$ cat config.mk
export PLATFORM = sky130hd
export DESIGN_NAME = control_mode_config_select
export DESIGN_NICKNAME = d
export VERILOG_FILES = /design/src/ctrl_mode_pkg.sv /design/src/control_mode_config_select.sv /design/src/serial_frame_rx.sv /design/src/config_reg_bank.sv
export SDC_FILE = /design/constraint.sdc
export NUM_CORES = 1
export LEC_CHECK = 0
export BUFFER_PORTS_ARGS = -buffer_cell sky130_fd_sc_hd__buf_2
export CAP_MARGIN = 25
export CORE_MARGIN = 4
export CORE_UTILIZATION = 48
export DETAILED_ROUTE_END_ITERATION = 12
export PLACE_DENSITY = 0.68
export SLEW_MARGIN = 0
export SYNTH_ARGS = -nofsm -noshare
export SYNTH_HDL_FRONTEND = slang
export SYNTH_SLANG_ARGS = --single-unit
$ cat constraint.sdc
create_clock -name sys_clk_i -period 2.9 [get_ports sys_clk_i]
set_input_delay 0 -clock sys_clk_i [delete_from_list [all_inputs] [get_ports sys_clk_i]]
set_output_delay 0 -clock sys_clk_i [all_outputs]
set_load 0.03 [all_outputs]
$ cat src/ctrl_mode_pkg.sv
// Shared constants for the control mode and feature routing block.
// Assumes a 200 MHz system clock and a three-wire serial register port.
package ctrl_mode_pkg;

  // ---------------------------------------------------------------------
  // Serial frame layout
  // ---------------------------------------------------------------------
  localparam int FRAME_BITS = 32;
  localparam logic [11:0] FRAME_HEADER = 12'h001;
  localparam logic [4:0] FRAME_LAST = 5'h1F;

  // ---------------------------------------------------------------------
  // Register addresses
  // ---------------------------------------------------------------------
  localparam logic [3:0] ADDR_CAL = 4'h0;
  localparam logic [3:0] ADDR_CFG = 4'h1;
  localparam logic [3:0] ADDR_OFF_I = 4'h2;
  localparam logic [3:0] ADDR_FS_I = 4'h3;
  localparam logic [3:0] ADDR_EXT = 4'h9;
  localparam logic [3:0] ADDR_OFF_Q = 4'hA;
  localparam logic [3:0] ADDR_FS_Q = 4'hB;
  localparam logic [3:0] ADDR_FINE = 4'hE;
  localparam logic [3:0] ADDR_COARSE = 4'hF;

  // ---------------------------------------------------------------------
  // Field positions
  // ---------------------------------------------------------------------
  localparam int CAL_START_BIT = 15;
  localparam int SECOND_CLK_N_BIT = 13;
  localparam int DDR_PHASE_BIT = 11;
  localparam int DDR_SEL_N_BIT = 10;
  localparam int SWING_BIT = 9;
  localparam int EDGE_DEMUX_BIT = 8;
  localparam int TEST_PAT_BIT = 15;
  localparam int TRIM_DIS_BIT = 14;
  localparam int DES_EN_BIT = 13;
  localparam int DES_Q_SEL_BIT = 12;
  localparam int ADJ_LSB = 7;
  localparam int FINE_LSB = 8;

  // ---------------------------------------------------------------------
  // Power-on values
  // ---------------------------------------------------------------------
  localparam logic [15:0] CFG_RESET = 16'hB2FF;
  localparam logic [15:0] EXT_RESET = 16'h0000;
  localparam logic [15:0] OFF_RESET = 16'h007F;
  localparam logic [15:0] FS_RESET = 16'h807F;
  localparam logic [15:0] PHASE_RESET = 16'h0000;

  // Strap vector positions, after synchronising
  localparam int PIN_SCLK = 0;
  localparam int PIN_SDATA = 1;
  localparam int PIN_SCS_N = 2;
  localparam int PIN_NUM = 13;

endpackage

$ cat src/control_mode_config_select.sv
// Control mode selection and per-feature routing from straps or registers.
// Assumes strap pins report level, and the select, mode, edge and delay straps
// a mid-level (floating) indication, from their pads; all pins are asynchronous to sys_clk_i.
`timescale 1ns/1ps
// Behaviour
// RULE1: Extended mode whenever the extended select pin is driven low.
// RULE2: Select floating, second strap floating or high: range pin enables.
// RULE3: System keeps the mode choice fixed while operating.
// RULE4: SDR/DDR from edge strap, or config bit 10 in extended mode.
// RULE5: DDR clock phase fixed 0 degrees, or config bit 11 in extended.
// RULE6: SDR edge from edge strap level, or config bit 8 in extended.
// RULE7: Output swing from swing strap, or config bit 9 in extended.
// RULE8: Calibration delay from delay strap; extended mode is always short.
// RULE9: Range strap shared, or per-channel 9-bit range codes when extended.
// RULE10: Offset only in extended mode, 9-bit codes per channel.
// RULE11: Dual-edge sampling by floating strap, or extended bit 13.
// RULE12: Normal dual-edge samples in-phase only; extended may pick either.
// RULE13: Test pattern only in extended mode with extended bit 15 set.
// RULE14: Trim disable keeps data clocks running; extended mode only.
// RULE15: Extended DDR: edge bit one gives no demux, zero gives 1:2.
// RULE16: Extended, second-clock bit zero turns range outputs into a clock.
// RULE17: Sample phase adjust only extended: coarse 15..7, fine 15..8.
// RULE18: Reset defaults: DDR, 0 degree phase, high swing, short delay.
// RULE19: Reset defaults: nominal range, no offset, features off, 1:2 demux.
// RULE20: Frames: 32 bits MSB first, header, 4-bit address, 16 data.
// RULE21: Registers have no effect while in normal control mode.
// RULE22: Host writes all nine registers first, singles afterwards.
module control_mode_config_select (
  input wire logic sys_clk_i,
  input wire logic reset_n_i,
  input wire logic sclk_i,
  input wire logic sdata_i,
  input wire logic scs_n_i,
  input wire logic ext_sel_n_i,
  input wire logic ext_sel_float_i,
  input wire logic mode_strap_i,
  input wire logic mode_strap_float_i,
  input wire logic range_strap_i,
  input wire logic edge_strap_i,
  input wire logic edge_strap_float_i,
  input wire logic swing_strap_i,
  input wire logic delay_strap_i,
  input wire logic delay_strap_float_i,
  output logic extended_mode_o,
  output logic ddr_mode_o,
  output logic ddr_clock_phase_sel_o,
  output logic data_on_rising_o,
  output logic output_swing_sel_o,
  output logic cal_delay_long_o,
  output logic range_reduced_o,
  output logic [8:0] range_code_i_o,
  output logic [8:0] range_code_q_o,
  output logic [8:0] offset_code_i_o,
  output logic [8:0] offset_code_q_o,
  output logic dual_edge_en_o,
  output logic dual_edge_q_sel_o,
  output logic test_pattern_out_en_o,
  output logic trim_disable_o,
  output logic demux_1to2_o,
  output logic second_out_clock_o,
  output logic phase_adj_en_o,
  output logic [8:0] phase_coarse_o,
  output logic [7:0] phase_fine_o,
  output logic cal_request_o
);
  import ctrl_mode_pkg::*;

  // --------------------------------------------------------------------
  // Pin synchronisers
  // --------------------------------------------------------------------
  localparam int P_EXT_N = 3;
  localparam int P_EXT_FL = 4;
  localparam int P_MODE = 5;
  localparam int P_MODE_FL = 6;
  localparam int P_RANGE = 7;
  localparam int P_EDGE = 8;
  localparam int P_EDGE_FL = 9;
  localparam int P_SWING = 10;
  localparam int P_DELAY = 11;
  localparam int P_DELAY_FL = 12;

  logic [PIN_NUM-1:0] pin_raw;
  logic [PIN_NUM-1:0] sync1_r;
  logic [PIN_NUM-1:0] sync2_r;
  logic [PIN_NUM-1:0] sync3_r;
  logic [PIN_NUM-1:0] pin_r;

  assign pin_raw = {delay_strap_float_i, delay_strap_i, swing_strap_i,
                    edge_strap_float_i, edge_strap_i, range_strap_i,
                    mode_strap_float_i, mode_strap_i, ext_sel_float_i,
                    ext_sel_n_i, scs_n_i, sdata_i, sclk_i};

  // Reset level of every stage: normal mode, chip select high, and
  // straps that give the reset values of the feature outputs, so no
  // false mode, serial edge or output step follows the reset release
  localparam logic [PIN_NUM-1:0] PIN_IDLE = 13'h068C;

  // Three stages; a change is accepted only once stages two and three
  // agree, which costs a cycle but rejects single-sample glitches
  always_ff @(posedge sys_clk_i) begin
    if (!reset_n_i) begin
      sync1_r <= PIN_IDLE;
      sync2_r <= PIN_IDLE;
      sync3_r <= PIN_IDLE;
      pin_r <= PIN_IDLE;
    end else begin
      sync1_r <= pin_raw;
      sync2_r <= sync1_r;
      sync3_r <= sync2_r;
      for (int k = 0; k < PIN_NUM; k++) begin
        if (sync2_r[k] == sync3_r[k]) begin
          pin_r[k] <= sync3_r[k];
        end
      end
    end
  end

  // --------------------------------------------------------------------
  // Control mode decision
  // --------------------------------------------------------------------
  logic ext_mode;
  logic range_as_enable;

  // Floating select with the second strap floating or high hands the
  // enable to the range pin; here a low range pin enables extended mode
  assign range_as_enable = pin_r[P_EXT_FL] &
                           (pin_r[P_MODE_FL] | pin_r[P_MODE]); // see RULE2
  assign ext_mode = (!pin_r[P_EXT_FL] && !pin_r[P_EXT_N]) || // see RULE1
                    (range_as_enable && !pin_r[P_RANGE]);    // see RULE2
  // Mode is followed continuously; a fixed strap is assumed (see RULE3)

  // --------------------------------------------------------------------
  // Serial port and registers, live only in extended mode
  // --------------------------------------------------------------------
  logic wr;
  logic [3:0] wr_addr;
  logic [15:0] wr_data;
  logic [15:0] cfg;
  logic [15:0] ext;
  logic [15:0] off_i;
  logic [15:0] fs_i;
  logic [15:0] off_q;
  logic [15:0] fs_q;
  logic [15:0] fine;
  logic [15:0] coarse;

  serial_frame_rx u_rx (
    .sys_clk_i(sys_clk_i),
    .reset_n_i(reset_n_i),
    .enable_i(ext_mode),
    .sclk_i(pin_r[PIN_SCLK]),
    .sdata_i(pin_r[PIN_SDATA]),
    .scs_n_i(pin_r[PIN_SCS_N]),
    .wr_o(wr),
    .wr_addr_o(wr_addr),
    .wr_data_o(wr_data)
  );

  config_reg_bank u_regs (
    .sys_clk_i(sys_clk_i),
    .reset_n_i(reset_n_i),
    .wr_i(wr),
    .wr_addr_i(wr_addr),
    .wr_data_i(wr_data),
    .cfg_o(cfg),
    .ext_o(ext),
    .off_i_o(off_i),
    .fs_i_o(fs_i),
    .off_q_o(off_q),
    .fs_q_o(fs_q),
    .fine_o(fine),
    .coarse_o(coarse)
  );

  // Picks the 9-bit adjust field, zero outside extended mode
  function automatic logic [8:0] adj_field(input logic [15:0] r,
                                           input logic en);
    adj_field = en ? r[15:ADJ_LSB] : 9'h000;
  endfunction

  // --------------------------------------------------------------------
  // Feature routing, next values
  // --------------------------------------------------------------------
  logic ddr_nxt;
  logic edge_bit;

  assign edge_bit = cfg[EDGE_DEMUX_BIT];
  // A floating edge strap means DDR in normal mode
  assign ddr_nxt = ext_mode ? !cfg[DDR_SEL_N_BIT]   // see RULE4
                            : pin_r[P_EDGE_FL];     // see RULE4

  // --------------------------------------------------------------------
  // Registered feature outputs
  // --------------------------------------------------------------------
  always_ff @(posedge sys_clk_i) begin
    if (!reset_n_i) begin
      extended_mode_o <= 1'b0;
      ddr_mode_o <= 1'b1;
      ddr_clock_phase_sel_o <= 1'b0;
      data_on_rising_o <= 1'b0;
      output_swing_sel_o <= 1'b1;
      cal_delay_long_o <= 1'b0;
      range_reduced_o <= 1'b0;
      dual_edge_en_o <= 1'b0;
      dual_edge_q_sel_o <= 1'b0;
      demux_1to2_o <= 1'b1;
    end else begin
      extended_mode_o <= ext_mode;
      ddr_mode_o <= ddr_nxt;
      // Phase is only meaningful in DDR; normal mode is 0 degrees only
      ddr_clock_phase_sel_o <= ext_mode & cfg[DDR_PHASE_BIT]; // see RULE5
      data_on_rising_o <= ext_mode ? edge_bit           // see RULE6
                                   : pin_r[P_EDGE];     // see RULE6
      output_swing_sel_o <= ext_mode ? cfg[SWING_BIT]   // see RULE7
                                     : pin_r[P_SWING];  // see RULE7
      cal_delay_long_o <= !ext_mode && !pin_r[P_DELAY_FL] &&
                          pin_r[P_DELAY];               // see RULE8
      range_reduced_o <= !ext_mode && !pin_r[P_RANGE];  // see RULE9
      dual_edge_en_o <= ext_mode ? ext[DES_EN_BIT]      // see RULE11
                                 : pin_r[P_DELAY_FL];   // see RULE11
      dual_edge_q_sel_o <= ext_mode & ext[DES_Q_SEL_BIT]; // see RULE12
      // Edge bit doubles as demux select only in extended DDR
      demux_1to2_o <= !(ext_mode && ddr_nxt && edge_bit); // see RULE15
    end
  end

  // Extended-only features; zero or off while in normal mode
  always_ff @(posedge sys_clk_i) begin
    if (!reset_n_i) begin
      range_code_i_o <= 9'h000;
      range_code_q_o <= 9'h000;
      offset_code_i_o <= 9'h000;
      offset_code_q_o <= 9'h000;
      test_pattern_out_en_o <= 1'b0;
      trim_disable_o <= 1'b0;
      second_out_clock_o <= 1'b0;
      phase_adj_en_o <= 1'b0;
      phase_coarse_o <= 9'h000;
      phase_fine_o <= 8'h00;
      cal_request_o <= 1'b0;
    end else begin
      range_code_i_o <= adj_field(fs_i, ext_mode);   // see RULE9
      range_code_q_o <= adj_field(fs_q, ext_mode);   // see RULE9
      offset_code_i_o <= adj_field(off_i, ext_mode); // see RULE10
      offset_code_q_o <= adj_field(off_q, ext_mode); // see RULE10
      test_pattern_out_en_o <= ext_mode & ext[TEST_PAT_BIT]; // see RULE13
      trim_disable_o <= ext_mode & ext[TRIM_DIS_BIT]; // see RULE14
      second_out_clock_o <= ext_mode & !cfg[SECOND_CLK_N_BIT]; // see RULE16
      phase_adj_en_o <= ext_mode;                    // see RULE17
      phase_coarse_o <= adj_field(coarse, ext_mode); // see RULE17
      phase_fine_o <= ext_mode ? fine[15:FINE_LSB] : 8'h00; // see RULE17
      // Registers are gated above, so normal mode sees none (see RULE21)
      cal_request_o <= wr && wr_addr == ADDR_CAL &&
                       wr_data[CAL_START_BIT];
    end
  end
endmodule

$ cat src/serial_frame_rx.sv
// Receives 32-bit write frames from the three-wire serial port.
// Assumes synchronised, filtered levels of the serial pins.
`timescale 1ns/1ps
module serial_frame_rx (
  input wire logic sys_clk_i,
  input wire logic reset_n_i,
  input wire logic enable_i,
  input wire logic sclk_i,
  input wire logic sdata_i,
  input wire logic scs_n_i,
  output logic wr_o,
  output logic [3:0] wr_addr_o,
  output logic [15:0] wr_data_o
);
  import ctrl_mode_pkg::*;

  logic sclk_prev_r;
  logic [4:0] count_r;
  logic [30:0] shift_r;
  logic sclk_rise;

  assign sclk_rise = sclk_i & ~sclk_prev_r;

  // --------------------------------------------------------------------
  // Shifter: MSB first, next frame may start on the 33rd clock
  // --------------------------------------------------------------------
  always_ff @(posedge sys_clk_i) begin
    if (!reset_n_i) begin
      sclk_prev_r <= 1'b0;
      count_r <= 5'h00;
      shift_r <= 31'h00000000;
      wr_o <= 1'b0;
      wr_addr_o <= 4'h0;
      wr_data_o <= 16'h0000;
    end else begin
      sclk_prev_r <= sclk_i;
      wr_o <= 1'b0;
      if (scs_n_i || !enable_i) begin
        count_r <= 5'h00; // Deselect aborts a partial frame
      end else if (sclk_rise) begin
        shift_r <= {shift_r[29:0], sdata_i};
        count_r <= count_r + 5'h01; // Wraps for back-to-back frames
        if (count_r == FRAME_LAST &&
            shift_r[30:19] == FRAME_HEADER) begin // see RULE20
          wr_o <= 1'b1;
          wr_addr_o <= shift_r[18:15];
          wr_data_o <= {shift_r[14:0], sdata_i};
        end
      end
    end
  end

endmodule

$ cat src/config_reg_bank.sv
// Write-only configuration registers with their power-on values.
// Assumes one-cycle write strobes from the frame receiver.
`timescale 1ns/1ps
module config_reg_bank (
  input wire logic sys_clk_i,
  input wire logic reset_n_i,
  input wire logic wr_i,
  input wire logic [3:0] wr_addr_i,
  input wire logic [15:0] wr_data_i,
  output logic [15:0] cfg_o,
  output logic [15:0] ext_o,
  output logic [15:0] off_i_o,
  output logic [15:0] fs_i_o,
  output logic [15:0] off_q_o,
  output logic [15:0] fs_q_o,
  output logic [15:0] fine_o,
  output logic [15:0] coarse_o
);
  import ctrl_mode_pkg::*;

  // --------------------------------------------------------------------
  // Storage, loaded with extended-mode defaults at reset
  // --------------------------------------------------------------------
  always_ff @(posedge sys_clk_i) begin
    if (!reset_n_i) begin
      cfg_o <= CFG_RESET; // see RULE18
      ext_o <= EXT_RESET; // see RULE19
      off_i_o <= OFF_RESET;
      fs_i_o <= FS_RESET;
      off_q_o <= OFF_RESET;
      fs_q_o <= FS_RESET;
      fine_o <= PHASE_RESET;
      coarse_o <= PHASE_RESET;
    end else if (wr_i) begin
      case (wr_addr_i)
        ADDR_CFG: cfg_o <= wr_data_i;
        ADDR_EXT: ext_o <= wr_data_i;
        ADDR_OFF_I: off_i_o <= wr_data_i;
        ADDR_FS_I: fs_i_o <= wr_data_i;
        ADDR_OFF_Q: off_q_o <= wr_data_i;
        ADDR_FS_Q: fs_q_o <= wr_data_i;
        ADDR_FINE: fine_o <= wr_data_i;
        ADDR_COARSE: coarse_o <= wr_data_i;
        default: ; // Reserved addresses are ignored
      endcase
    end
  end

endmodule

# Word-level counts from Yosys, hierarchy flattened
# Cells that the tools add are included.
[word_totals] register_bits=303 latch_bits=0 ramBits=0 mem_bits_ro=0 output_inout_bits=68 elab_cells=125 memories=0
[classes] n_addsub=1 mul=0 n_div=0 n_lt_le_gt_ge=0 eq_ne=23 shift=0 mux=5 n_bitwise=12 n_reduce_logical=34
[ops] cell="== test 4 bit, second input constant" n=5
[ops] cell="AND reduction 2 bit" n=10
[ops] cell="== test 1 bit" n=13
[ops] cell="== test 12 x 1 -> 1 bit, second input constant" n=1
[ops] cell="logical AND 1 bit" n=10
[ops] cell="== test 4 x 2 -> 1 bit, second input constant" n=2
[ops] cell="logical NOT 1 bit" n=8
[ops] cell="bitwise AND 1 bit" n=7
[ops] cell="adder 5 x 1 -> 5 bit, second input constant" n=1
[ops] cell="== test 5 bit, second input constant" n=1
[ops] cell="two-way mux 1 bit" n=5
[ops] cell="== test 4 x 1 -> 1 bit, second input constant" n=1
[ops] cell="logical NOT 4 bit" n=1
[ops] cell="NOT 1 bit" n=4
[ops] cell="AND reduction 3 bit" n=1
[ops] cell="OR reduction 3 bit" n=1
[ops] cell="logical OR 1 bit" n=2
[ops] cell="OR reduction 2 bit" n=1
[ops] cell="bitwise OR 1 bit" n=1

# Longest topological paths before layout
# Gate-level depths: netlist (run 1).
[logic_depth] ltp_word=8 depth_mapped=7

# Modules after synthesis
# A second synthesis (run 1) with hierarchy kept.
[unflattened] hier_cells=1017 hier_area_um2=10427.5
[by_module_without_submodules] mod="config_reg_bank" n_inst=1 cells_each=462 area_each_um2=4653.2 seq_area_each_um2=2562.5
[by_module_without_submodules] mod="control_mode_config_select" n_inst=1 cells_each=298 area_each_um2=3519.6 seq_area_each_um2=2382.3
[by_module_without_submodules] mod="serial_frame_rx" n_inst=1 cells_each=257 area_each_um2=2254.7 seq_area_each_um2=1161.1

# Worst setup path after synthesis (run 1)
# No wires, ideal clock.
[synth_path] path_type="register to register" from="register pin_r[7]" to="register u_rx.wr_addr_o[2]" arrival_ns=1.581 setup_slack_ns=1.248 stages_incl_launch_ff=7 n_path_buf=2 synth_period_minus_slack_ns=1.652 path_cell_list="dfxtp_1 nand2b_1 o22a_1 buf_6 nor4_4 buf_6 mux2i_1"
[synth_via] elab_chain_cells=7
[synth_lines] item="start: declaration" line="control_mode_config_select.sv:86" rtl="logic [PIN_NUM-1:0] pin_r;"
[synth_lines] item="start signal: indexed assignment" line="control_mode_config_select.sv:112" rtl="pin_r[k] <= sync3_r[k];"
[synth_lines] item="logical NOT 1 bit" line="control_mode_config_select.sv:129" rtl="(range_as_enable && !pin_r[P_RANGE]);"
[synth_lines] item="logical AND 1 bit" line="control_mode_config_select.sv:129"
[synth_lines] item="logical OR 1 bit" line="control_mode_config_select.sv:128" rtl="assign ext_mode = (!pin_r[P_EXT_FL] && !pin_r[P_EXT_N]) ||"
[synth_lines] item="logical NOT 1 bit" line="serial_frame_rx.sv:38" rtl="if (scs_n_i || !enable_i) begin"
[synth_lines] item="logical OR 1 bit" line="serial_frame_rx.sv:38"
[synth_lines] item="NOT 1 bit (no line)"
[synth_lines] item="AND reduction 3 bit (no line)"
[synth_lines] item="end signal: assignment" line="serial_frame_rx.sv:46" rtl="wr_addr_o <= shift_r[18:15];"
[synth_lines] item="end: declaration" line="serial_frame_rx.sv:12" rtl="output logic [3:0] wr_addr_o,"
# Every way passes these cells.
# A chain may end at the register's enable or synchronous reset.

# Final worst setup path (run 1)
[layout_path] from="register pin_r[0]" to="register u_rx.wr_data_o[10]"
[layout_via] elab_chain_cells=2
[layout_lines] item="bitwise AND 1 bit" line="serial_frame_rx.sv:22" rtl="assign sclk_rise = sclk_i & ~sclk_prev_r;"
[layout_lines] item="AND reduction 3 bit (no line)"
[layout_lines] item="end signal: assignment" line="serial_frame_rx.sv:47" rtl="wr_data_o <= {shift_r[14:0], sdata_i};"
[layout_lines] item="end: declaration" line="serial_frame_rx.sv:13" rtl="output logic [15:0] wr_data_o"
# Every way passes these cells.

==> impl_metrics.ini, run 1 <==
[synth]
ys_warn_count = 0
yosysTopAreaCellShare = 0.5907
synth_nets = 763
yosysSeqAreaShare = 0.5907
synth-edff-count = 0
ys_ff_latch = 232
ys.flop_type = dfxtp_1
syn-instance-count = 746
async_reset_ff_frac = 0
synthDistinctLibCells = 34
syn-cell-area_sq_um = 7863
synth.area.top_cells = dfxtp_1 59%, mux2i_1 9.8%, nor2b_1 4.8%, and3_1 4.6%, a21boi_0 3.7%
yosys.area.top_type = dfxtp_1
postSynthAreaPerCell_sq_um = 10.54

[worst_hold_path]
hold_depth = 3
hold_path_end = sync1_r[3]
hold_start = ext_sel_n_i
hold_class = primary input to flip-flop

[setup_path]
slowest_delay_ns = 0.47
cp_data_required_time_ns = 3.33
critPathKind = flip-flop to flip-flop
crit_buf_inv = 2
r2r_setup_slack_ns = 0.88
rr_startpoint = pin_r[0]
cp_cell_sequence = nor2b_1 -> nand2b_1 -> buf_4 -> nor4_4 -> buf_4 -> mux2i_1
crit_family = simple AND/OR/NAND/NOR gates
critPathArrivalTime_ns = 2.45
worstPathMaxFanout = 32
crit_path_start_kind = flip-flop
slowest_stage = nor2b_1
endpoint_kind = flip-flop
crit_cells = 6
r2r_end = u_rx.wr_data_o[10]
r2r.worst_path.cells = 6
cpMostUsedCell = buf_4

[sta]
worst_slew_pin_slew_ns = 0.6595
finalSetupTns_ns = 0
finalHoldViolCount = 0
fin_skew_ns = 0.01087
layout_min_cycle_time_ns = 2.019
rsz0062_at_grt = false
fmax_mhz = 495.3
setup_slack_ns = 0.8809
max_slew_margin = 0.5599
finalSetupViolCount = 0
slew_violations = 0
fin_crit_sh = 0.6962

[floorplan]
dieArea_sq_um = 18490
rows = 46
dieWidth_um = 136.0
die_h_um = 136.0
initial_core_util = 0.4932
core-area_sq_um = 15940
boundaryPins = 83

[global_route]
antenna_found_initial = 0
track_usage = 0.1594
grt_start_max_net_pins = 83
grt_pass1_vias = 4894
gr-total-overflow = 0
grt_pass1_wl_mm = 24.50

[cts]
cts-resized-gates = 0
clock-root-buffer = clkbuf_16
cts_buffers = 24
h-tree-depth = 1
insertion_delay_ns = 0.51
clockBufferDepth = 3
cts_tree = done
clk_pin_slew_ns = 0.06
cts.sinks = 232

[layout]
drive_gt1_frac = 0.1647
multiInputGateArea_sq_um = 2979
layout_commonest_cell = dfxtp_1
seq_area_sq_um = 4644
nets = 834
insertedDiodeCount = 0
fill_cells = 1346
final_cell_mix = 232 x dfxtp_1, 81 x buf_2, 77 x mux2i_1, 60 x nor2b_1, 58 x and3_1
area_growth_syn_to_layout_pct = 18.40

[drt]
route.detailed.drc = 0
wl_mm = 14.81
vias = 5159
ant_nets = 0
viasPerCell = 4.923
first_pass_iters = 4
drt_first_iter_violations = 332
wire_per_inst_um = 14.13

[place]
dpl.hpwl_mm = 9.183
io_buffers = 82
dpl_worst_slack_ns = 0.8570
routabilityCongestion = 0.7599

[power]
leakage_nw = 3.762
ir_drop_uv = 453.2
power_per_cell_area_nw_per_um2 = 675.4

[status]
status = completed

[run]
cap_violations = 0
-- final cells by class --
type / instances / share of cell area
inverters: 1 / 0.0004032
multi-input cells: 452 / 0.3200
clock buffers: 34 / 0.07608
well taps: 216 / 0.02903
clock inverters: 7 / 0.008065
repair buffers: 106 / 0.06747
flip-flops and latches: 232 / 0.4989
-- worst max path at each step --
stage              from                  to  slack (ns)
2_1_floorplan  pin_r[7]   u_rx.wr_addr_o[2]        1.25
5_1_grt        pin_r[0]   u_rx.wr_data_o[8]        0.67
3_5_place_dp   pin_r[0]  u_rx.wr_data_o[10]        0.86
6_report       pin_r[0]  u_rx.wr_data_o[10]        0.88
3_3_place_gp   pin_r[0]  u_rx.wr_data_o[15]        1.01
4_1_cts        pin_r[0]  u_rx.wr_data_o[10]        0.85
-- state kept, by name, summed over array words and instances (netlist names), 4 cells and up --
signal and flops:
u_regs.fine_o 8, u_regs.ext_o 4, u_regs.off_i_o 9, u_rx.wr_data_o 9, range_code_i_o 9, range_code_q_o 9, u_regs.fs_q_o 9, u_rx.wr_addr_o 4
phase_fine_o 8, pin_r 13, u_regs.fs_i_o 9, u_regs.off_q_o 9, phase_coarse_o 9, sync3_r 13, offset_code_i_o 9, u_regs.cfg_o 5
u_regs.coarse_o 9, sync2_r 13, offset_code_q_o 9, u_rx.shift_r 31, sync1_r 13, u_rx.count_r 5
-- timing repair --
action,4_1_cts,5_1_grt
setup endpoints to repair,0,0
hold buffers,14,0
hold endpoints to repair,20,0
buffers inserted,0,0
-- routing by layer --
metal  GRT usage  part of all wire  vias to the layer above
met3     0.03035             0.048                       19
met2      0.2624              0.46                      105
met5           0                 0                        -
li1            -                 -                     2652
met1      0.2175              0.47                     2383
met4     0.03975             0.014                        0
-- synth_stat cells, types with 2 or more instances --
library cell    n
nor2_1         10
nand3_1        34
xor2_1          2
o21ai_0        44
nor2b_1        60
dfxtp_1       232
buf_4           2
nand3b_1        3
nor2_2          4
a21boi_0       39
and2_1         26
buf_6           2
nand2_1        49
ha_1            2
nor3b_1         2
a21oi_1         5
mux2i_1        77
nor3_1          5
buf_2           2
a21boi_1        2
nor4_1          3
nand2b_1       18
buf_1           3
clkbuf_1       52
and3_1         58
or3b_1          2
-- kinds of logic (layout without fill, tap and decap cells) --
group | after synthesis | count (layout) | synth area share
multiplexers | 77 | 77 | 0.09803
buffers and inverters | 62 | 148 | 0.03278
AND/OR/NAND/NOR | 277 | 277 | 0.1988
adder cells (fa/ha/maj) | 2 | 2 | 0.003182
XOR/XNOR | 3 | 3 | 0.003342
flip-flops | 232 | 232 | 0.5907
AO/OA/AOI/OAI | 93 | 93 | 0.07320
-- metrics by stage --
stage / instance area (sq um) / hold WS, ns / instances / total power, mW / utilization
after floorplan: 7863 / 0.1015 / 746 / 3.354 / -
after global placement: 8386 / 0.1843 / 993 / 3.371 / 0.5260
after detailed placement: 8386 / 0.1865 / 993 / 3.375 / 0.5260
after CTS: 9309 / 0.1820 / 1048 / 6.359 / 0.5839
after global routing: 9309 / 0.2237 / 1048 / 6.523 / 0.5839
final: 9309 / 0.2224 / 1048 / 6.288 / 0.5839
-- power by group --
part	leakage [nW]	internal, mW	total [mW]	switching, mW
combinational	1.50	0.0515	0.102	0.0505
clock	0.391	1.79	2.97	1.18
sequential	1.88	3.21	3.22	0.00798
total	3.76	5.05	6.29	1.24
-- worst register-to-register path, stage by stage (launching register included) --
cell      delay (ns)
dfxtp_1         0.35
nor2b_1         0.47
nand2b_1        0.10
buf_4           0.24
nor4_4          0.27
buf_4           0.29
mux2i_1         0.22
(Power assumes the default switching activity.)
==> run 2, diff against run 1 <==
Settings changed: ABC_AREA from default to 1.
Clock period 2.9 ns to 1.9 ns, I/O delays scaled along.
==> impl_metrics.ini, run 2 <==
[synth]
ys_ff_latch = 232
syn-instance-count = 858
syn-cell-area_sq_um = 7787
yosysMostFrequentCell = dfxtp_1
synthDistinctLibCells = 35
ys_warn_count = 0
yosys.area.top_type = dfxtp_1
synth_nets = 875
synth.area.top_cells = dfxtp_1 60%, o21ai_0 6.6%, inv_1 6.1%, a21oi_1 5.8%, nor2_4 5.5%
synth-edff-count = 0
yosysSeqAreaShare = 0.5964
postSynthAreaPerCell_sq_um = 9.076
synthTopCellsByCount = 232 x dfxtp_1, 126 x inv_1, 102 x o21ai_0, 93 x nor2_1, 90 x a21oi_1
async_reset_ff_frac = 0
yosysTopAreaCellShare = 0.5964
ys.flop_type = dfxtp_1

[sta]
finalSetupTns_ns = 0
fin_skew_ns = 0.01090
finalHoldViolCount = 0
rsz0062_at_grt = false
setup_slack_ns = 0.1730
layout_min_cycle_time_ns = 1.727
fin_crit_sh = 0.9090
max_slew_margin = 0.6482
whs_ns = 0.2245
worst_slew_pin_slew_ns = 0.5264
finalSetupViolCount = 0
fmax_mhz = 579.0
slew_violations = 0

[drt]
first_pass_iters = 4
drt_first_iter_violations = 315
wl_mm = 14.20
vias = 5476
route.detailed.drc = 0
viasPerCell = 4.602
ant_nets = 0
wire_per_inst_um = 11.93

[floorplan]
dieWidth_um = 135.4
dieArea_sq_um = 18330
core-area_sq_um = 15890
boundaryPins = 83
initial_core_util = 0.4902
rows = 46
die_h_um = 135.4

[place]
io_buffers = 82
placed_cell_area_sq_um = 8398
routabilityCongestion = 0.7887
placed_cells = 1130
dpl_worst_slack_ns = 0.1055
dpl.hpwl_mm = 8.686

[setup_path]
crit_family = simple AND/OR/NAND/NOR gates
r2r_setup_slack_ns = 0.17
slowest_delay_ns = 0.37
crit_path_start_kind = flip-flop
cpMostUsedCell = ha_1
cp_cell_sequence = ha_1 -> and3_1 -> ha_1 -> inv_1 -> nor2_1 -> nand2_1 -> nor2_2 -> nand3_1 -> o21ai_0
cp_data_required_time_ns = 2.33
critPathKind = flip-flop to flip-flop
critPathArrivalTime_ns = 2.15
endpoint_kind = flip-flop
crit_buf_inv = 1
worstPathMaxFanout = 5
slowest_stage = dfxtp_1

[global_route]
grt_start_max_net_pins = 118
antenna_found_initial = 0
grt_pass1_vias = 5089
track_usage = 0.1549
gr-total-overflow = 0
grt_pass1_wl_mm = 23.72

[layout]
final_core_util = 0.5924
regMostFlops = u_rx.shift_r
fin_area_sq_um = 9410
area_growth_syn_to_layout_pct = 20.84
final_cell_mix = 232 x dfxtp_1, 126 x inv_1, 102 x o21ai_0, 92 x nor2_1, 90 x a21oi_1
nets = 976
layout_commonest_cell = dfxtp_1
fill_cells = 1399
drive_gt1_frac = 0.1982
largest_reg_flops = 31
stdcell_count = 1190
insertedDiodeCount = 0

[cts]
clock-root-buffer = clkbuf_16
cts_tree = done
clk_pin_slew_ns = 0.06
post_cts_buffers = 0
clockBufferDepth = 3
cts.sinks = 232
cts_buffers = 23
h-tree-depth = 1
insertion_delay_ns = 0.50

[worst_hold_path]
hold_class = primary input to flip-flop

[power]
power_mw = 9.792
ir_drop_uv = 807.4
leakage_nw = 3.953
power_per_cell_area_nw_per_um2 = 1041

[run]
cap_violations = 0

[status]
status = completed
==> run 2: cell type report <==
class | count | area, sq um | share of cell area
Clock inverter | 7 | 138.9 | 0.01476
Multi-Input combinational cell | 460 | 2446 | 0.2599
Tap cell | 216 | 270.3 | 0.02872
Timing Repair Buffer | 113 | 758.2 | 0.08057
Clock buffer | 33 | 663.1 | 0.07047
Inverter | 129 | 489.2 | 0.05199
Sequential cell | 232 | 4644 | 0.4936
==> run 2: worst reg2reg max path: stages, from the launching register on <==
cell	delay, ns
dfxtp_1	0.37
ha_1	0.19
and3_1	0.16
ha_1	0.16
inv_1	0.04
nor2_1	0.09
nand2_1	0.07
nor2_2	0.19
nand3_1	0.20
o21ai_0	0.19
==> run 2: cell families after synthesis <==
family	Yosys count	share of synthesized area
DFF	232	0.5964
buffers and inverters	166	0.09078
xor gates and xnor gates	3	0.003375
AOI/OAI and AO/OA	199	0.1303
adders and majority gates	3	0.004498
and+or+nand+nor	255	0.1746
==> run 2: power breakdown <==
part	switching [mW]	internal, mW	total, mW
Sequential	0.0117	4.90	4.91
Clock	1.75	2.96	4.71
Combinational	0.0920	0.0767	0.169
==> run 2: worst paths after layout <==
kind	from	end	depth (start not counted)
hold reg to reg	sync1_r[0]	sync2_r[0]	2
setup reg to reg	u_rx.count_r[0]	u_rx.wr_data_o[8]	9
setup / recovery	u_rx.count_r[0]	u_rx.wr_data_o[8]	9
hold / removal	scs_n_i	sync1_r[2]	3
==> run 2: per-layer routing <==
| layer | GRT usage | wire length (um) | up-vias |
|---|---|---|---|
| li1 | - | - | 2890 |
| met1 | 0.2031 | 6587 | 2451 |
| met2 | 0.2608 | 6576 | 100 |
| met3 | 0.02675 | 626 | 35 |
| met4 | 0.05151 | 405 | 0 |
| met5 | 0 | 0 | - |
==> run 2: repair_timing <==
action,CTS,global route
hold buffers,20,0
hold endpoints to repair,33,0
setup endpoints to repair,0,10
resized for setup,0,3
